$ cat config.mk
export PLATFORM = sky130hd
export DESIGN_NAME = compact_timer
export DESIGN_NICKNAME = d
export VERILOG_FILES = /design/src/rtl/compact_timer_pkg.sv /design/src/rtl/compact_timer.sv
export SDC_FILE = /design/constraint.sdc
export NUM_CORES = 1
export LEC_CHECK = 0
export BUFFER_PORTS_ARGS = -buffer_cell sky130_fd_sc_hd__clkbuf_2
export CORE_MARGIN = 4
export CORE_UTILIZATION = 36
export DETAILED_ROUTE_END_ITERATION = 16
export PLACE_DENSITY = 0.6
export SYNTH_ARGS = -nofsm -noshare
export SYNTH_HDL_FRONTEND = slang
export SYNTH_SLANG_ARGS = --single-unit
$ cat constraint.sdc
create_clock -name aclk -period 5.4 [get_ports aclk]
set_input_delay 0.81 -clock aclk [delete_from_list [all_inputs] [get_ports aclk]]
set_output_delay 0.81 -clock aclk [all_outputs]
set_load 0.05 [all_outputs]
$ cat src/rtl/compact_timer_pkg.sv
`default_nettype none
package compact_timer_pkg;

	localparam int DATA_W = 32;
	localparam int ADDR_W = 6;

	// Register byte offsets
	localparam logic [ADDR_W-1:0] OFS_CTRL0  = 6'h00;
	localparam logic [ADDR_W-1:0] OFS_CTRL1  = 6'h04;
	localparam logic [ADDR_W-1:0] OFS_COUNT  = 6'h08;
	localparam logic [ADDR_W-1:0] OFS_ACMP   = 6'h0c;
	localparam logic [ADDR_W-1:0] OFS_PCMP   = 6'h10;
	localparam logic [ADDR_W-1:0] OFS_STATUS = 6'h14;
	localparam logic [ADDR_W-1:0] OFS_MASK   = 6'h18;

	// Control 0 fields
	localparam int C0_PAUSE   = 7;
	localparam int C0_CLK_LO  = 4;
	localparam int C0_ENABLE  = 3;
	// Control 1 fields (timer_control_one)
	localparam int C1_MODE_LO = 6;
	localparam int C1_OUTF_LO = 4;
	localparam int C1_INIT    = 3;
	localparam int C1_POL     = 2;
	localparam int C1_SWAP    = 1;
	localparam int C1_CLRSEL  = 0;
	// Status / mask fields
	localparam int ST_A       = 0;
	localparam int ST_P       = 1;

	localparam logic [7:0]  CTRL_RESET  = 8'h00;
	localparam logic [15:0] CNT_MAX     = 16'hffff;
	localparam logic [15:0] CNT_ZERO    = 16'h0000;
	localparam logic [7:0]  PCMP_ZERO   = 8'h00;
	localparam logic [16:0] FULL_PERIOD = 17'h10000;

	localparam logic [1:0] MODE_CMP = 2'h0;
	localparam logic [1:0] MODE_PWM = 2'h2;
	localparam logic [1:0] MODE_TMR = 2'h3;

	localparam logic [1:0] OF_NONE  = 2'h0;
	localparam logic [1:0] OF_LOW   = 2'h1;
	localparam logic [1:0] OF_HIGH  = 2'h2;
	localparam logic [1:0] OF_TOG   = 2'h3;
	localparam logic [1:0] PF_INACT = 2'h0;
	localparam logic [1:0] PF_ACT   = 2'h1;
	localparam logic [1:0] PF_PWM   = 2'h2;

	// Clock select codes
	localparam logic [2:0] CK_SYS4  = 3'h0;
	localparam logic [2:0] CK_SYS   = 3'h1;
	localparam logic [2:0] CK_H16   = 3'h2;
	localparam logic [2:0] CK_H64   = 3'h3;
	localparam logic [2:0] CK_SUB0  = 3'h4;
	localparam logic [2:0] CK_SUB1  = 3'h5;
	localparam logic [2:0] CK_EXTR  = 3'h6;
	localparam logic [2:0] CK_EXTF  = 3'h7;
	localparam int         DIV_W    = 6;

	localparam logic [1:0] RESP_OKAY   = 2'h0;
	localparam logic [1:0] RESP_SLVERR = 2'h2;

	typedef enum logic [1:0] {
		WR_IDLE = 2'b01,
		WR_RESP = 2'b10
	} wr_state_t;

	typedef enum logic [1:0] {
		RD_IDLE = 2'b01,
		RD_DATA = 2'b10
	} rd_state_t;

endpackage : compact_timer_pkg

`default_nettype wire

$ cat src/rtl/compact_timer.sv
`timescale 1ns/10ps
`default_nettype none

module compact_timer
	import compact_timer_pkg::*;
#(
	parameter int H_DIV   = 1,
	parameter int SUB_DIV = 32
) (
	input  wire logic              aclk,
	input  wire logic              aresetn,
	input  wire logic [ADDR_W-1:0] s_axi_awaddr,
	input  wire logic              s_axi_awvalid,
	output logic                   s_axi_awready,
	input  wire logic [DATA_W-1:0] s_axi_wdata,
	input  wire logic [3:0]        s_axi_wstrb,
	input  wire logic              s_axi_wvalid,
	output logic                   s_axi_wready,
	output logic [1:0]             s_axi_bresp,
	output logic                   s_axi_bvalid,
	input  wire logic              s_axi_bready,
	input  wire logic [ADDR_W-1:0] s_axi_araddr,
	input  wire logic              s_axi_arvalid,
	output logic                   s_axi_arready,
	output logic [DATA_W-1:0]      s_axi_rdata,
	output logic [1:0]             s_axi_rresp,
	output logic                   s_axi_rvalid,
	input  wire logic              s_axi_rready,
	input  wire logic              ext_clk_in,
	output logic                   timer_out,
	output logic                   irq
);

	initial begin
		if (H_DIV < 1 || H_DIV > 4 || SUB_DIV < 1 || SUB_DIV > 64)
			$error("compact_timer: divider parameter out of range");
	end

	typedef struct packed {
		wr_state_t         wst;
		rd_state_t         rst;
		logic              aw_got;
		logic              w_got;
		logic [ADDR_W-1:0] awaddr;
		logic [DATA_W-1:0] wdata;
		logic [3:0]        wstrb;
		logic [1:0]        bresp;
		logic [DATA_W-1:0] rdata;
		logic [1:0]        rresp;
		logic [7:0]        ctrl0;
		logic [7:0]        ctrl1;
		logic [15:0]       acmp;
		logic [7:0]        pcmp;
		logic [1:0]        status;
		logic [1:0]        mask;
		logic [15:0]       cnt;
		logic              en_d;
		logic              pin;
		logic              out;
		logic              irq;
		logic [DIV_W-1:0]  div;
		logic [DIV_W-1:0]  hdiv;
		logic [DIV_W-1:0]  sdiv;
		logic              ext_d;
		logic              aw_rdy;
		logic              w_rdy;
		logic              b_vld;
		logic              ar_rdy;
		logic              r_vld;
	} state_t;

	state_t q_r, q_nxt;

	function automatic logic [7:0] merge8(input logic [7:0] old, input logic [DATA_W-1:0] d, input logic s);
		merge8 = s ? d[7:0] : old;
	endfunction : merge8

	logic [1:0]  mode;
	logic [1:0]  ofun;
	logic        enable;
	logic        tick;
	logic        a_hit;
	logic        p_hit;
	logic [16:0] period;
	logic [16:0] duty;
	logic        pwm_act;
	logic        lvl;
	logic [2:0]  cksel;
	logic        wr_go;
	logic        ovf;

	always_comb begin
		q_nxt  = q_r;
		mode   = q_r.ctrl1[C1_MODE_LO +: 2];
		ofun   = q_r.ctrl1[C1_OUTF_LO +: 2];
		enable = q_r.ctrl0[C0_ENABLE];
		cksel  = q_r.ctrl0[C0_CLK_LO +: 3];

		// Prescalers; f_H and f_SUB are modelled as divided system clock
		q_nxt.div   = DIV_W'(q_r.div + 1'b1);
		q_nxt.ext_d = ext_clk_in;
		q_nxt.hdiv  = (q_r.hdiv == DIV_W'(H_DIV - 1)) ? '0 : DIV_W'(q_r.hdiv + 1'b1);
		q_nxt.sdiv  = (q_r.sdiv == DIV_W'(SUB_DIV - 1)) ? '0 : DIV_W'(q_r.sdiv + 1'b1);
		case (cksel)
			CK_SYS4: tick = (q_r.div[1:0] == 2'h3);
			CK_SYS:  tick = 1'b1;
			CK_H16:  tick = (q_r.hdiv == '0) && (q_r.div[3:0] == 4'hf);
			CK_H64:  tick = (q_r.hdiv == '0) && (q_r.div == 6'h3f);
			CK_SUB0, CK_SUB1: tick = (q_r.sdiv == '0);
			CK_EXTR: tick = ext_clk_in && !q_r.ext_d;
			CK_EXTF: tick = !ext_clk_in && q_r.ext_d;
			default: tick = 1'b0;
		endcase
		tick = tick && enable && !q_r.ctrl0[C0_PAUSE];

		a_hit = tick && (q_r.acmp != CNT_ZERO) && (q_r.cnt == q_r.acmp);
		// Period n ends at count n*256-1, so the clear gives n*256 clocks
		p_hit = tick && (q_r.pcmp == PCMP_ZERO ? q_r.cnt == CNT_MAX
			: (q_r.cnt[15:8] == 8'(q_r.pcmp - 1'b1) && q_r.cnt[7:0] == 8'hff));
		ovf   = tick && (q_r.cnt == CNT_MAX);

		// Period/duty selection
		if (q_r.ctrl1[C1_SWAP]) begin
			period = (q_r.acmp == CNT_ZERO) ? FULL_PERIOD : {1'b0, q_r.acmp};
			duty   = (q_r.pcmp == PCMP_ZERO) ? FULL_PERIOD : {1'b0, q_r.pcmp, 8'h00};
		end else begin
			period = (q_r.pcmp == PCMP_ZERO) ? FULL_PERIOD : {1'b0, q_r.pcmp, 8'h00};
			duty   = {1'b0, q_r.acmp};
		end
		pwm_act = ({1'b0, q_r.cnt} < duty) || (duty >= period);

		// Counter
		if (enable && !q_r.en_d) begin
			q_nxt.cnt = CNT_ZERO;
		end else if (tick) begin
			if (mode == MODE_PWM) begin
				// Clear at end of period, clear-select ignored
				if ({1'b0, q_r.cnt} == 17'(period - 1'b1))
					q_nxt.cnt = CNT_ZERO;
				else
					q_nxt.cnt = 16'(q_r.cnt + 1'b1);
			end else if (q_r.ctrl1[C1_CLRSEL]) begin
				q_nxt.cnt = (a_hit || ovf) ? CNT_ZERO : 16'(q_r.cnt + 1'b1);
			end else begin
				q_nxt.cnt = (p_hit || ovf) ? CNT_ZERO : 16'(q_r.cnt + 1'b1);
			end
		end
		q_nxt.en_d = enable;

		// Flags: set wins over software clear
		if (mode == MODE_PWM) begin
			if (q_r.ctrl1[C1_SWAP]) begin
				lvl   = ({1'b0, q_r.cnt} == 17'(period - 1'b1));
				a_hit = tick && lvl;
				p_hit = tick && ({1'b0, q_r.cnt} == 17'(duty - 1'b1));
			end else begin
				lvl   = 1'b0;
				a_hit = tick && (q_r.cnt == q_r.acmp);
			end
		end else begin
			lvl = 1'b0;
			if (q_r.ctrl1[C1_CLRSEL])
				p_hit = 1'b0;
		end
		if (q_r.wst == WR_IDLE && q_r.aw_got && q_r.w_got && q_r.awaddr == OFS_STATUS && q_r.wstrb[0])
			q_nxt.status = q_r.status & ~q_r.wdata[1:0];
		if (a_hit)
			q_nxt.status[ST_A] = 1'b1;
		if (p_hit)
			q_nxt.status[ST_P] = 1'b1;

		// Output pin
		q_nxt.pin = q_r.pin;
		if (enable && !q_r.en_d) begin
			q_nxt.pin = q_r.ctrl1[C1_INIT];
		end else if (mode == MODE_CMP && a_hit) begin
			case (ofun)
				OF_LOW:  q_nxt.pin = 1'b0;
				OF_HIGH: q_nxt.pin = 1'b1;
				OF_TOG:  q_nxt.pin = !q_r.pin;
				default: q_nxt.pin = q_r.pin;
			endcase
		end
		case (mode)
			MODE_PWM: begin
				case (ofun)
					PF_INACT: lvl = !q_r.ctrl1[C1_INIT];
					PF_ACT:   lvl = q_r.ctrl1[C1_INIT];
					PF_PWM:   lvl = pwm_act ? q_r.ctrl1[C1_INIT] : !q_r.ctrl1[C1_INIT];
					default:  lvl = !q_r.ctrl1[C1_INIT];
				endcase
				q_nxt.out = lvl ^ q_r.ctrl1[C1_POL];
			end
			MODE_CMP: q_nxt.out = q_r.pin ^ q_r.ctrl1[C1_POL];
			default:  q_nxt.out = 1'b0;
		endcase
		q_nxt.irq = |(q_nxt.status & q_nxt.mask);

		// AXI write side; address and data in either order
		wr_go = 1'b0;
		case (q_r.wst)
			WR_IDLE: begin
				if (s_axi_awvalid && !q_r.aw_got) begin
					q_nxt.aw_got = 1'b1;
					q_nxt.awaddr = s_axi_awaddr;
				end
				if (s_axi_wvalid && !q_r.w_got) begin
					q_nxt.w_got = 1'b1;
					q_nxt.wdata = s_axi_wdata;
					q_nxt.wstrb = s_axi_wstrb;
				end
				wr_go = q_r.aw_got && q_r.w_got;
				if (wr_go) begin
					q_nxt.bresp = RESP_OKAY;
					case (q_r.awaddr)
						OFS_CTRL0: q_nxt.ctrl0 = merge8(q_r.ctrl0, q_r.wdata, q_r.wstrb[0]) & 8'hf8;
						OFS_CTRL1: q_nxt.ctrl1 = merge8(q_r.ctrl1, q_r.wdata, q_r.wstrb[0]);
						OFS_ACMP: begin
							q_nxt.acmp[7:0]  = merge8(q_r.acmp[7:0], q_r.wdata, q_r.wstrb[0]);
							q_nxt.acmp[15:8] = merge8(q_r.acmp[15:8], q_r.wdata >> 8, q_r.wstrb[1]);
						end
						OFS_PCMP:   q_nxt.pcmp = merge8(q_r.pcmp, q_r.wdata, q_r.wstrb[0]);
						OFS_MASK:   if (q_r.wstrb[0]) q_nxt.mask = q_r.wdata[1:0];
						OFS_STATUS, OFS_COUNT: q_nxt.bresp = RESP_OKAY;
						default:    q_nxt.bresp = RESP_SLVERR;
					endcase
					q_nxt.aw_got = 1'b0;
					q_nxt.w_got  = 1'b0;
					q_nxt.wst    = WR_RESP;
				end
			end
			WR_RESP: if (s_axi_bready) q_nxt.wst = WR_IDLE;
			default: q_nxt.wst = WR_IDLE;
		endcase
		q_nxt.irq = |(q_nxt.status & q_nxt.mask);

		// AXI read side
		case (q_r.rst)
			RD_IDLE: begin
				if (s_axi_arvalid) begin
					q_nxt.rresp = RESP_OKAY;
					q_nxt.rdata = '0;
					case (s_axi_araddr)
						OFS_CTRL0:  q_nxt.rdata[7:0]  = q_r.ctrl0;
						OFS_CTRL1:  q_nxt.rdata[7:0]  = q_r.ctrl1;
						OFS_COUNT:  q_nxt.rdata[15:0] = q_r.cnt;
						OFS_ACMP:   q_nxt.rdata[15:0] = q_r.acmp;
						OFS_PCMP:   q_nxt.rdata[7:0]  = q_r.pcmp;
						OFS_STATUS: q_nxt.rdata[1:0]  = q_r.status;
						OFS_MASK:   q_nxt.rdata[1:0]  = q_r.mask;
						default:    q_nxt.rresp       = RESP_SLVERR;
					endcase
					q_nxt.rst = RD_DATA;
				end
			end
			RD_DATA: if (s_axi_rready) q_nxt.rst = RD_IDLE;
			default: q_nxt.rst = RD_IDLE;
		endcase

		// Handshake outputs registered from the next state, so no port sees decode logic
		q_nxt.aw_rdy = (q_nxt.wst == WR_IDLE) && !q_nxt.aw_got;
		q_nxt.w_rdy  = (q_nxt.wst == WR_IDLE) && !q_nxt.w_got;
		q_nxt.b_vld  = (q_nxt.wst == WR_RESP);
		q_nxt.ar_rdy = (q_nxt.rst == RD_IDLE);
		q_nxt.r_vld  = (q_nxt.rst == RD_DATA);
	end

	always_ff @(posedge aclk) begin
		if (!aresetn) begin
			q_r        <= '0;
			q_r.wst    <= WR_IDLE;
			q_r.rst    <= RD_IDLE;
			q_r.ctrl0  <= CTRL_RESET;
			q_r.ctrl1  <= CTRL_RESET;
			q_r.pcmp   <= PCMP_ZERO;
			q_r.acmp   <= CNT_ZERO;
			q_r.cnt    <= CNT_ZERO;
			q_r.aw_rdy <= 1'b1;
			q_r.w_rdy  <= 1'b1;
			q_r.ar_rdy <= 1'b1;
		end else begin
			q_r <= q_nxt;
		end
	end

	assign s_axi_awready = q_r.aw_rdy;
	assign s_axi_wready  = q_r.w_rdy;
	assign s_axi_bvalid  = q_r.b_vld;
	assign s_axi_bresp   = q_r.bresp;
	assign s_axi_arready = q_r.ar_rdy;
	assign s_axi_rvalid  = q_r.r_vld;
	assign s_axi_rdata   = q_r.rdata;
	assign s_axi_rresp   = q_r.rresp;
	assign timer_out     = q_r.out;
	assign irq           = q_r.irq;

	a_enable_clears: assert property (@(posedge aclk) disable iff (!aresetn)
		$rose(q_r.ctrl0[C0_ENABLE]) |=> q_r.cnt == CNT_ZERO) else $error("counter not cleared on enable");
	a_enable_init: assert property (@(posedge aclk) disable iff (!aresetn)
		$rose(q_r.ctrl0[C0_ENABLE]) |=> q_r.pin == $past(q_r.ctrl1[C1_INIT])) else $error("pin not initialised");
	a_noenable_hold: assert property (@(posedge aclk) disable iff (!aresetn)
		(!q_r.ctrl0[C0_ENABLE] && !q_r.en_d) |=> $stable(q_r.cnt)) else $error("counter moved while off");
	a_no_pflag: assert property (@(posedge aclk) disable iff (!aresetn)
		(mode != MODE_PWM && q_r.ctrl1[C1_CLRSEL] && !q_r.status[ST_P]) |=> !q_r.status[ST_P]
		|| $past(mode) == MODE_PWM || !$past(q_r.ctrl1[C1_CLRSEL])) else $error("P flag with clear-select high");
	a_azero_noflag: assert property (@(posedge aclk) disable iff (!aresetn)
		(mode == MODE_CMP && q_r.acmp == CNT_ZERO && !q_r.status[ST_A] && q_r.wst == WR_IDLE) |=> !q_r.status[ST_A]
		|| $past(q_r.acmp) != CNT_ZERO || $past(mode) != MODE_CMP) else $error("A flag with zero compare");
	a_pin_on_a: assert property (@(posedge aclk) disable iff (!aresetn)
		(mode == MODE_CMP && !a_hit && !(enable && !q_r.en_d)) |=> $stable(q_r.pin)) else $error("pin moved without A match");
	a_tmr_out_low: assert property (@(posedge aclk) disable iff (!aresetn)
		(mode == MODE_TMR) |=> !q_r.out) else $error("pin driven in timer mode");
	a_full_duty: assert property (@(posedge aclk) disable iff (!aresetn)
		(mode == MODE_PWM && ofun == PF_PWM && duty >= period) |=> q_r.out == ($past(q_r.ctrl1[C1_INIT]) ^ $past(q_r.ctrl1[C1_POL])))
		else $error("duty above period not full");
	a_pwm_counts: assert property (@(posedge aclk) disable iff (!aresetn)
		(mode == MODE_PWM && tick && ofun == PF_INACT && period != 17'h1 && !(enable && !q_r.en_d))
		|=> q_r.cnt != $past(q_r.cnt)) else $error("PWM counter stalled while forced");

	// Period end must clear the counter and set the P flag together
	a_period_end: assert property (@(posedge aclk) disable iff (!aresetn)
		(mode == MODE_CMP && !q_r.ctrl1[C1_CLRSEL] && tick && q_r.pcmp != PCMP_ZERO
		&& q_r.cnt == {8'(q_r.pcmp - 1'b1), 8'hff} && !(enable && !q_r.en_d))
		|=> q_r.cnt == CNT_ZERO && q_r.status[ST_P]) else $error("period end not honoured");
	a_a_clears: assert property (@(posedge aclk) disable iff (!aresetn)
		(mode != MODE_PWM && q_r.ctrl1[C1_CLRSEL] && a_hit && !(enable && !q_r.en_d)) |=> q_r.cnt == CNT_ZERO)
		else $error("counter not cleared on A match");
	a_count_step: assert property (@(posedge aclk) disable iff (!aresetn)
		(mode != MODE_PWM && !q_r.ctrl1[C1_CLRSEL] && tick && !p_hit && !ovf && !(enable && !q_r.en_d))
		|=> q_r.cnt == 16'($past(q_r.cnt) + 1'b1)) else $error("counter did not step");
	a_pause_hold: assert property (@(posedge aclk) disable iff (!aresetn)
		(q_r.ctrl0[C0_PAUSE] && !(enable && !q_r.en_d)) |=> $stable(q_r.cnt))
		else $error("counter moved while paused");
	a_cmp_pflag: assert property (@(posedge aclk) disable iff (!aresetn)
		(mode == MODE_CMP && !q_r.ctrl1[C1_CLRSEL] && p_hit) |=> q_r.status[ST_P])
		else $error("P flag not raised");
	a_tmr_aflag: assert property (@(posedge aclk) disable iff (!aresetn)
		(mode == MODE_TMR && a_hit) |=> q_r.status[ST_A]) else $error("A flag not raised in timer mode");
	a_set_high: assert property (@(posedge aclk) disable iff (!aresetn)
		(mode == MODE_CMP && a_hit && ofun == OF_HIGH && !(enable && !q_r.en_d)) |=> q_r.pin)
		else $error("pin not set high");
	a_toggle: assert property (@(posedge aclk) disable iff (!aresetn)
		(mode == MODE_CMP && a_hit && ofun == OF_TOG && !(enable && !q_r.en_d)) |=> q_r.pin != $past(q_r.pin))
		else $error("pin not toggled");
	a_out_follows: assert property (@(posedge aclk) disable iff (!aresetn)
		(mode == MODE_CMP) |=> timer_out == ($past(q_r.pin) ^ $past(q_r.ctrl1[C1_POL])))
		else $error("pin not on output");
	a_swap_clear: assert property (@(posedge aclk) disable iff (!aresetn)
		(mode == MODE_PWM && q_r.ctrl1[C1_SWAP] && tick && q_r.acmp != CNT_ZERO
		&& q_r.cnt == 16'(q_r.acmp - 1'b1) && !(enable && !q_r.en_d)) |=> q_r.cnt == CNT_ZERO)
		else $error("swap period wrong");
	a_pwm_pflag: assert property (@(posedge aclk) disable iff (!aresetn)
		(mode == MODE_PWM && !q_r.ctrl1[C1_SWAP] && tick && {1'b0, q_r.cnt} == 17'(period - 1'b1))
		|=> q_r.status[ST_P]) else $error("P flag not raised in PWM");
	// Handshake outputs come from flops; keep awready and arready in step with the state
	a_ready_mirror: assert property (@(posedge aclk) disable iff (!aresetn)
		s_axi_awready == (q_r.wst == WR_IDLE && !q_r.aw_got) && s_axi_arready == (q_r.rst == RD_IDLE))
		else $error("ready out of step with state");

endmodule : compact_timer

`default_nettype wire

==> flow_metrics.env, run 1 <==
export IMPL_outcome="completed"
export IMPL_reg2reg_depth=16
export IMPL_clock_sink_count=133
export IMPL_drtAntennaViolNets=0
export IMPL_floorplan_core_area_um2=24300
export IMPL_synth_warnings=0
export IMPL_cp_start_kind="flop"
export IMPL_chipHeight_um=165
export IMPL_num_io_pins=99
export IMPL_vdd_ir_drop_worst_uv=220
export IMPL_setup_viol=0
export IMPL_post_synth_inst_count=1099
export IMPL_max_cap_viol_count=0
export IMPL_routabilityCongestion=0.912
export IMPL_critical_path_buf_inv_count=2
export IMPL_number_of_pins_with_negative_max_slew_slack_in_the_final_report=0
export IMPL_port_buffer_count=62
export IMPL_static_leakage_power_nw=3.86
export IMPL_route_vias_total=7830
export IMPL_antenna_cells_inserted=0
export IMPL_hold_viol_final=0
export IMPL_critPathMaxFanout=9
export IMPL_cts_buffers_inserted=17
export IMPL_ctsLongestPathBuffers=2
export IMPL_hold_buffers=0
export IMPL_synth_edf_count=0
export IMPL_worst_path_dominant_cell_family="compound AO/OA/AOI/OAI gates"
export IMPL_setup_repair_after_global_routing_missed_its_margin="no"
export IMPL_globalRouteTotalUtil_pct=18.5
export IMPL_antenna_violations_before_repair=1
export IMPL_cts_tree="done"
export IMPL_data_required_time_of_the_worst_path_ps=5740
export IMPL_busiest_layer="met2"
export IMPL_globalRouteOverflowTotal=0
export IMPL_area_growth_pct=9.92
export IMPL_initialDrtViolationCount=762
export IMPL_async_set_or_reset_flop_fraction_in_the_synthesized_netlist_pct=0
export IMPL_critPathSlowestCell="sky130_fd_sc_hd__or3b_2"
export IMPL_layout_drive_gt1_share_pct=11.8
export IMPL_cts_reportedPaths_clkPinSlew_ps=70
export IMPL_synth_commonest_cells="sky130_fd_sc_hd__dfxtp_1 (133), sky130_fd_sc_hd__nand2_1 (94), sky130_fd_sc_hd__nor2_1 (88), sky130_fd_sc_hd__mux2i_1 (69), sky130_fd_sc_hd__clkbuf_1 (64)"
export IMPL_post_cts_repair_setup_buffers=0
export IMPL_proportion_of_netlist_area_held_by_the_largest_area_contributor_pct=29.9
export IMPL_design_power_total_mw=2.95
export IMPL_timing_fmax_mhz=230
export IMPL_worst_r2r_src="q_r[48]"
export IMPL_post_synth_num_cell_types=77
export IMPL_synth_area_top_cells="sky130_fd_sc_hd__dfxtp_1 (30%), sky130_fd_sc_hd__mux2i_1 (7.8%), sky130_fd_sc_hd__ha_1 (5.9%)"
export IMPL_first_pass_grt_wire_length_mm=39.7
export IMPL_timing_hold_worst_path_depth=2
export IMPL_mappedNetlistArea_um2=8900
export IMPL_timing_setup_tns_ps=0
export IMPL_grt_pass1_vias=7204
export IMPL_hold_start="q_r[143]"
export IMPL_fin_cells=1430
export IMPL_most_repeated_cell_in_the_gate_level_netlist_after_synthesis="sky130_fd_sc_hd__dfxtp_1"
export IMPL_postSynth_topFlopCell="sky130_fd_sc_hd__dfxtp_1"
export IMPL_root_buffer="sky130_fd_sc_hd__clkbuf_16"
export IMPL_worst_slew_pin_transition_ps=1130
export IMPL_layout_filler_cells=2528
export IMPL_post_cts_resized_instances=0
export IMPL_dieWidth_um=165
export IMPL_max_stage_delay_ps=590
export IMPL_ys_ff_latch=133
export IMPL_worst_setup_path_type="flop to flop"
export IMPL_die_area_um2=27300
export IMPL_worst_endpoint_arrival_ps=4690
export IMPL_detailed_place_hpwl_mm=18.4
export IMPL_final_period_utilization_pct=80.7
export IMPL_number_of_cells_in_the_design_after_placement=1398
export IMPL_post_detailed_route_wirelength_per_cell_um=17.6
export IMPL_met1_usage_pct=25.4
export IMPL_met3_usage_pct=3.57
export IMPL_power_density_nw_per_um2=302
export IMPL_routed_via_density=5.48
export IMPL_nNetsFinal=1191
export IMPL_rows=57
export IMPL_timing_hold_worst_endpoint="q_r[143]"
export IMPL_finalWirelength_mm=25.2
export IMPL_start_util_pct=36.6
export IMPL_endpoint_kind="flop"
export IMPL_final_setup_skew_ps=15.4
export IMPL_grt_start_max_net_pins=84
export IMPL_rrSetupSlack_ps=1040
export IMPL_synth_seq_area_share_pct=29.9
export IMPL_synth_avg_cell_area_um2=8.10
export IMPL_hp_class="flop to flop"
export IMPL_slew_limit_headroom_pct=23.4
export IMPL_timing_final_crit_period_ps=4360
export IMPL_synth_area_leader_cell="sky130_fd_sc_hd__dfxtp_1"
export IMPL_r2r_end="timer_out"
export IMPL_drtPass1Iterations=5
export IMPL_cp_cell_sequence="inv_1 -> ha_1 -> or3b_2 -> nor2_1 -> a2bb2oi_1 -> inv_1 -> ha_1 -> a21o_1 -> a21o_1 -> a21oi_1 -> o2111a_1 -> o31ai_1 -> a31oi_1 -> mux2_2 -> o21ai_0 -> nor4bb_1"
export IMPL_worst_skew_pair_late_latency_ps=430
export IMPL_htree_num_levels=4
export IMPL_remaining_drc_errors=0
export IMPL_grt_use_met2_pct=30.1
## power breakdown
group / internal [mW] / switching (mW) / total [mW]
Combinational: 0.166 / 0.431 / 0.596
Sequential: 1.08 / 0.0732 / 1.15
Clock: 0.708 / 0.498 / 1.21
Total: 1.95 / 1.00 / 2.95
## worst max path at each step
stage,startpoint,endpoint,slack (ps),cells past startpoint
after floorplan,q_r[73],q_r[38],1660,18
after global placement,q_r[48],timer_out,1150,16
after detailed placement,q_r[48],timer_out,1120,16
after CTS,q_r[48],timer_out,1080,16
after global routing,q_r[48],timer_out,780,16
final,q_r[48],timer_out,1040,16
## logic make-up after synthesis
family          after synthesis  share of synthesized area, %
xor+xnor                     63                          6.20
compound gates              223                          17.3
buf+inv                     152                          8.32
other cells                   1                        0.0421
mux                          72                          8.14
fa+ha+maj                    42                          5.90
flops                       133                          29.9
simple gates                413                          24.2
## state kept, by name, summed over array words and instances, names as in the netlist
signal	count
cksel	3
mode	2
timer_out	1
enable	1
s_axi_rresp	1
s_axi_bvalid	1
irq	1
ofun	2
s_axi_rvalid	1
s_axi_rdata	16
s_axi_arready	1
q_r	100
s_axi_bresp	1
s_axi_wready	1
s_axi_awready	1
## worst register-to-register path, cell delays in order, from the launching register on
cell and delay (ps):
sky130_fd_sc_hd__dfxtp_1 410, sky130_fd_sc_hd__inv_1 120, sky130_fd_sc_hd__ha_1 260, sky130_fd_sc_hd__or3b_2 590, sky130_fd_sc_hd__nor2_1 250, sky130_fd_sc_hd__a2bb2oi_1 330
sky130_fd_sc_hd__inv_1 140, sky130_fd_sc_hd__ha_1 210, sky130_fd_sc_hd__a21o_1 160, sky130_fd_sc_hd__a21o_1 180, sky130_fd_sc_hd__a21oi_1 170, sky130_fd_sc_hd__o2111a_1 180
sky130_fd_sc_hd__o31ai_1 60, sky130_fd_sc_hd__a31oi_1 410, sky130_fd_sc_hd__mux2_2 400, sky130_fd_sc_hd__o21ai_0 120, sky130_fd_sc_hd__nor4bb_1 270
## cell type report
class / count / area, um2 / share of cell area [%]
Multi-Input combinational cell: 831 / 5570 / 56.9
Sequential cell: 133 / 2660 / 27.2
Clock buffer: 18 / 439 / 4.49
Timing Repair Buffer: 75 / 408 / 4.17
Tap cell: 324 / 405 / 4.14
Clock inverter: 14 / 169 / 1.73
Inverter: 35 / 131 / 1.34
## placed cells by master (no fill, tap or decap), drive strengths merged, types with 4 or more instances in the layout
cell type and instances:
dfxtp 133, nand2 95, nor2 89, clkbuf 80, mux2i 69, a21oi 49
o21ai 44, ha 42, nor2b 41, xnor2 40, inv 38, nor3 32
nand3 27, xor2 23, and3 21, a21boi 20, conb 18, a31oi 17
nand4 17, nor4 17, a22o 15, and2 14, a221oi 14, buf 13
nor3b 12, o31ai 9, clkinv 9, nand2b 8, or4 8, or3 7
a21o 7, nand3b 5, a211o 5, o41ai 5, o21a 5, or2 4
nand4b 4, o211ai 4, o221ai 4
## stage by stage
step,util [%],hold slack (ps),cell area (um2),setup slack [ps]
2_1_floorplan,-,426,8970,1660
4_1_cts,40.2,459,9790,1080
5_1_grt,40.2,485,9790,778
6_report,40.2,460,9790,1040
3_3_place_gp,37.7,445,9180,1150
3_5_place_dp,37.7,450,9180,1120
## routing by layer
metal / part of all wire (%) / vias to the layer above
li1: - / 3848
met5: 0.052 / -
met3: 6.4 / 27
met2: 47 / 249
met1: 45 / 3704
met4: 1.2 / 2
No activity file was read; power rests on OpenSTA's default activity.
==> inputs of run 2 (changes only) <==
==> constraint.sdc (replaced) <==
create_clock -name aclk -period 4.34 [get_ports aclk]
set_input_delay 0.651 -clock aclk [delete_from_list [all_inputs] [get_ports aclk]]
set_output_delay 0.651 -clock aclk [all_outputs]
set_load 0.05 [all_outputs]
==> run 2 against run 1 <==
Count of clock-buffer cells in the layout decreased by 1. First-iteration DRC count down 26%. Fmax is 7.1% higher. Via count increased by 0.65%. Die area did not move. Clock power increased by 20%. Combinational power up 24%. Sequential share of layout area fell by 0.37 points. Non-clock buffer count increased by 19.
==> flow_metrics.env, run 2 (synthesis gave the netlist of run 1 again) <==
export IMPL_static_leakage_power_nw=3.94
export IMPL_post_cts_resized_instances=0
export IMPL_detailed_place_hpwl_mm=19.0
export IMPL_port_buffer_count=62
export IMPL_worst_slew_pin_transition_ps=1160
export IMPL_grt_pass1_vias=7283
export IMPL_cts_reportedPaths_clkPinSlew_ps=70
export IMPL_floorplan_core_area_um2=24300
export IMPL_reg2reg_depth=16
export IMPL_power_density_nw_per_um2=364
export IMPL_root_buffer="sky130_fd_sc_hd__clkbuf_16"
export IMPL_layout_common_cells="sky130_fd_sc_hd__dfxtp_1 (132), sky130_fd_sc_hd__nand2_1 (94), sky130_fd_sc_hd__nor2_1 (88)"
export IMPL_postLayoutCellArea_um2=9920
export IMPL_globalRouteTotalUtil_pct=18.8
export IMPL_number_of_pins_with_negative_max_slew_slack_in_the_final_report=0
export IMPL_cp_start_kind="flop"
export IMPL_endpoint_kind="flop"
export IMPL_drtPass1Iterations=6
export IMPL_dieWidth_um=165
export IMPL_post_cts_repair_setup_buffers=0
export IMPL_rows=57
export IMPL_r2r_end="timer_out"
export IMPL_layout_cells_most_common="sky130_fd_sc_hd__dfxtp_1"
export IMPL_hold_start="s_axi_wdata[9]"
export IMPL_cts_buffers_inserted=17
export IMPL_hold_buffers=0
export IMPL_start_util_pct=36.6
export IMPL_hold_viol_final=0
export IMPL_max_cap_viol_count=0
export IMPL_chipHeight_um=165
export IMPL_routed_via_density=5.44
export IMPL_remaining_drc_errors=0
export IMPL_data_required_time_of_the_worst_path_ps=4680
export IMPL_grt_start_max_net_pins=84
export IMPL_outcome="completed"
export IMPL_layout_drive_gt1_share_pct=13.3
export IMPL_cts_tree="done"
export IMPL_routabilityCongestion=0.912
export IMPL_timing_fmax_mhz=246
export IMPL_area_growth_pct=11.4
export IMPL_final_period_utilization_pct=93.7
export IMPL_timing_hold_worst_path_depth=3
export IMPL_worst_endpoint_arrival_ps=4410
export IMPL_rrSetupSlack_ps=270
export IMPL_ctsLongestPathBuffers=2
export IMPL_setup_repair_after_global_routing_missed_its_margin="no"
export IMPL_globalRouteOverflowTotal=0
export IMPL_dpl_worst_slack_ps=332
export IMPL_setup_viol=0
export IMPL_finalWorstSetupSlack_ps=273
export IMPL_total_placed_instance_area_um2=9340
export IMPL_worst_r2r_src="q_r[48]"
export IMPL_final_setup_skew_ps=10.6
export IMPL_initialDrtViolationCount=566
export IMPL_hp_class="input port to flop"
export IMPL_first_pass_grt_wire_length_mm=40.0
export IMPL_timing_setup_tns_ps=0
export IMPL_nNetsFinal=1210
export IMPL_finalWirelength_mm=25.6
export IMPL_timing_final_crit_period_ps=4070
export IMPL_post_detailed_route_wirelength_per_cell_um=17.6
export IMPL_worst_skew_pair_late_latency_ps=430
export IMPL_layout_filler_cells=2440
export IMPL_regMostFlops="q_r"
export IMPL_critPathMaxFanout=7
export IMPL_htree_num_levels=4
export IMPL_antenna_cells_inserted=0
export IMPL_vdd_ir_drop_worst_uv=331
export IMPL_drtAntennaViolNets=0
export IMPL_die_area_um2=27300
export IMPL_slew_limit_headroom_pct=22.2
export IMPL_antenna_violations_before_repair=1
export IMPL_num_io_pins=99
export IMPL_route_vias_total=7881
export IMPL_timing_hold_worst_endpoint="q_r[137]"
export IMPL_worst_setup_path_type="flop to flop"
export IMPL_clock_sink_count=133
export IMPL_largest_reg_flops=100
run 2: cell types whose count changed in the layout (fill, tap and decap cells not counted), sizes merged:
cell / delta
buf: +19
inv: +3
clkbuf: -1
bufinv: -1
clkinv: -4
clkinvlp: +3
run 2: routing by layer:
metal | wire, um | vias up | global-route usage [%]
met2 | 11500 | 258 | 29.8
met4 | 665 | 2 | 6.39
li1 | - | 3891 | -
met3 | 1680 | 38 | 3.72
met5 | 13 | - | 0
met1 | 11700 | 3692 | 25.6
run 2: worst max path at each step:
| stage | from | to | depth (start not counted) | slack (ps) |
|---|---|---|---|---|
| final | q_r[48] | timer_out | 16 | 270 |
| after global routing | q_r[48] | timer_out | 16 | 20 |
| after CTS | q_r[48] | timer_out | 16 | 300 |
| after detailed placement | q_r[48] | timer_out | 16 | 330 |
| after global placement | q_r[48] | timer_out | 16 | 380 |
| after floorplan | q_r[73] | q_r[38] | 18 | 600 |
run 2: power by group:
part	switching (mW)	internal, mW	leakage (nW)
registers	0.0911	1.34	1.08
clock network	0.632	0.814	0.281
logic	0.532	0.207	2.58
total	1.25	2.36	3.94
run 2: critical path, stage by stage, from the launching register on:
cell,delay [ps]
sky130_fd_sc_hd__dfxtp_1,310
sky130_fd_sc_hd__inv_1,80
sky130_fd_sc_hd__ha_1,250
sky130_fd_sc_hd__or3b_2,590
sky130_fd_sc_hd__nor2_1,250
sky130_fd_sc_hd__a2bb2oi_1,230
sky130_fd_sc_hd__inv_1,110
sky130_fd_sc_hd__ha_1,190
sky130_fd_sc_hd__a21o_1,160
sky130_fd_sc_hd__a21o_1,180
sky130_fd_sc_hd__a21oi_1,140
sky130_fd_sc_hd__o2111a_1,180
sky130_fd_sc_hd__o31ai_1,60
sky130_fd_sc_hd__a31oi_1,430
sky130_fd_sc_hd__mux2_2,410
sky130_fd_sc_hd__o21ai_0,130
sky130_fd_sc_hd__nor4bb_1,270
run 2: cell type report:
cell class	count	area (um2)	share of cell area, %
Clock inverter	15	163	1.64
Multi-Input combinational cell	831	5570	56.1
Timing Repair Buffer	94	563	5.67
Sequential cell	133	2660	26.8
Clock buffer	17	425	4.29
Tap cell	324	405	4.09
Inverter	35	131	1.32
run 2: per-stage QoR:
stage	hold slack [ps]	utilization [%]	power, mW	std cells
CTS	431	40.8	3.66	1449
floorplan	426	-	2.09	1116
detailed placement	451	38.4	2.21	1417
global placement	445	38.4	2.20	1417
global route	445	40.8	3.79	1449
finish	446	40.8	3.62	1449
==> inputs of run 3 (changes only) <==
--- a/config.mk
+++ b/config.mk
@@ -6,10 +6,11 @@
 export NUM_CORES = 1
 export LEC_CHECK = 0
 export BUFFER_PORTS_ARGS = -buffer_cell sky130_fd_sc_hd__clkbuf_2
-export CORE_MARGIN = 4
+export CORE_MARGIN = 5
 export CORE_UTILIZATION = 36
 export DETAILED_ROUTE_END_ITERATION = 16
 export PLACE_DENSITY = 0.6
+export RECOVER_POWER = 100
 export SYNTH_ARGS = -nofsm -noshare
 export SYNTH_HDL_FRONTEND = slang
 export SYNTH_SLANG_ARGS = --single-unit
==> run 3 against run 2 <==
Critical path depth did not move. Clock power increased by 3%. Power is 0.87% higher. Critical endpoint unchanged. Highest routed layer is now met4.
==> flow_metrics.env, run 3 (synthesis gave the netlist of run 1 again) <==
export IMPL_outcome="completed"
export IMPL_rows=57
export IMPL_number_of_pins_with_negative_max_slew_slack_in_the_final_report=0
export IMPL_cts_buffers_inserted=17
export IMPL_post_cts_resized_instances=0
export IMPL_hold_viol_final=0
export IMPL_hold_start="s_axi_wdata[8]"
export IMPL_cts_tree="done"
export IMPL_worst_slew_pin_transition_ps=1240
export IMPL_max_stage_delay_ps=590
export IMPL_layout_filler_cells=2469
export IMPL_area_growth_pct=10.9
export IMPL_r2r_end="timer_out"
export IMPL_clock_sink_count=133
export IMPL_post_cts_repair_setup_buffers=0
export IMPL_layout_common_cells="sky130_fd_sc_hd__dfxtp_1 (133), sky130_fd_sc_hd__nand2_1 (95), sky130_fd_sc_hd__nor2_1 (88)"
export IMPL_start_util_pct=36.6
export IMPL_globalRouteOverflowTotal=0
export IMPL_cts_reportedPaths_clkPinSlew_ps=70
export IMPL_hold_buffers=0
export IMPL_fin_cells=1451
export IMPL_post_detailed_route_wirelength_per_cell_um=18.1
export IMPL_endpoint_kind="flop"
export IMPL_setup_viol=0
export IMPL_power_density_nw_per_um2=369
export IMPL_nNetsFinal=1212
export IMPL_static_leakage_power_nw=3.85
export IMPL_wl_met2_mm=12.2
export IMPL_timing_hold_worst_path_depth=3
export IMPL_floorplan_core_area_um2=24300
export IMPL_worst_endpoint_arrival_ps=4350
export IMPL_antenna_violations_before_repair=0
export IMPL_htree_num_levels=4
export IMPL_critPathSlowestCell="sky130_fd_sc_hd__or3b_2"
export IMPL_postLayoutCoreUtil_pct=40.6
export IMPL_globalRouteTotalUtil_pct=18.5
export IMPL_timing_hold_worst_endpoint="q_r[136]"
export IMPL_finalWirelength_mm=26.2
export IMPL_die_area_um2=28000
export IMPL_rrSetupSlack_ps=330
export IMPL_regMostFlops="q_r"
export IMPL_timing_fmax_mhz=249
export IMPL_routabilityCongestion=0.907
export IMPL_slew_limit_headroom_pct=17.4
export IMPL_critPathMaxFanout=7
export IMPL_top_signal_layer_used="met4"
export IMPL_timing_setup_tns_ps=0
export IMPL_ctsLongestPathBuffers=2
export IMPL_reg2reg_depth=16
export IMPL_final_setup_skew_ps=14.2
export IMPL_hp_class="input port to flop"
export IMPL_port_buffer_count=62
export IMPL_data_required_time_of_the_worst_path_ps=4680
export IMPL_largest_reg_flops=100
export IMPL_drtPass1Iterations=5
export IMPL_remaining_drc_errors=0
export IMPL_layout_cells_most_common="sky130_fd_sc_hd__dfxtp_1"
export IMPL_dieWidth_um=167
export IMPL_detailed_place_hpwl_mm=19.4
export IMPL_grt_start_max_net_pins=84
export IMPL_cp_start_kind="flop"
export IMPL_chipHeight_um=167
export IMPL_route_vias_total=7979
export IMPL_vdd_ir_drop_worst_uv=343
export IMPL_number_of_cells_in_the_design_after_placement=1419
export IMPL_drt_met1_wl_mm=11.5
export IMPL_num_io_pins=99
export IMPL_initialDrtViolationCount=804
export IMPL_worst_skew_pair_late_latency_ps=440
export IMPL_setup_repair_after_global_routing_missed_its_margin="no"
export IMPL_worst_r2r_src="q_r[48]"
export IMPL_antenna_cells_inserted=0
export IMPL_root_buffer="sky130_fd_sc_hd__clkbuf_16"
export IMPL_routed_via_density=5.50
export IMPL_final_period_utilization_pct=92.4
export IMPL_wl_met3_mm=1.69
export IMPL_first_pass_grt_wire_length_mm=42.0
export IMPL_timing_final_crit_period_ps=4010
export IMPL_cp_cell_sequence="inv_1 -> ha_1 -> or3b_2 -> nor2_1 -> a2bb2oi_1 -> inv_1 -> ha_1 -> a21o_1 -> a21o_1 -> a21oi_1 -> o2111a_1 -> o31ai_1 -> a31oi_1 -> mux2_2 -> o21ai_0 -> nor4bb_1"
export IMPL_max_cap_viol_count=0
export IMPL_grt_pass1_vias=7676
export IMPL_worst_setup_path_type="flop to flop"
export IMPL_layout_drive_gt1_share_pct=10.3
export IMPL_drtAntennaViolNets=0
[run 3: final cells by class]
type                       count  area, um2  area share (%)
multi-input combinational    831       5550            56.2
sequential                   133       2660            27.0
timing repair buffer          96        523            5.30
clock buffer                  17        425            4.31
tap                          324        405            4.10
clock inverter                15        183            1.85
inverter                      35        131            1.33
[run 3: routing by layer]
metal,GRT usage (%),up-vias
met1,24.7,3768
met5,0,-
met3,3.51,57
met2,30.6,262
li1,-,3892
met4,5.68,0
[run 3: worst max-delay path, delay by kind of cell (launching register included)]
kind / cells / cell delay [ps]
compound gates: 8 / 1460
fa+ha+maj: 2 / 440
buf+inv: 2 / 210
flops: 1 / 310
mux: 1 / 400
simple gates: 3 / 1110
[run 3: metrics by stage]
stage / total power [mW] / cell area, um2 / hold slack [ps] / setup WS [ps]
CTS: 3.69 / 9960 / 435 / 356
detailed placement: 2.21 / 9350 / 450 / 383
global route: 3.81 / 9880 / 447 / 128
global placement: 2.20 / 9350 / 445 / 432
finish: 3.65 / 9880 / 441 / 329
floorplan: 2.09 / 8970 / 426 / 597
[run 3: worst max-delay path by stage]
stage | depth (start not counted) | to | slack [ps] | start
2_1_floorplan | 18 | q_r[38] | 600 | q_r[73]
3_3_place_gp | 16 | timer_out | 430 | q_r[48]
3_5_place_dp | 16 | timer_out | 380 | q_r[48]
4_1_cts | 16 | timer_out | 360 | q_r[48]
5_1_grt | 16 | timer_out | 130 | q_r[48]
6_report | 16 | timer_out | 330 | q_r[48]
[run 3: report_power, final]
| part | switching, mW | internal (mW) |
|---|---|---|
| sequential | 0.0900 | 1.34 |
| clock | 0.664 | 0.825 |
| combinational | 0.536 | 0.192 |
| total | 1.29 | 2.36 |
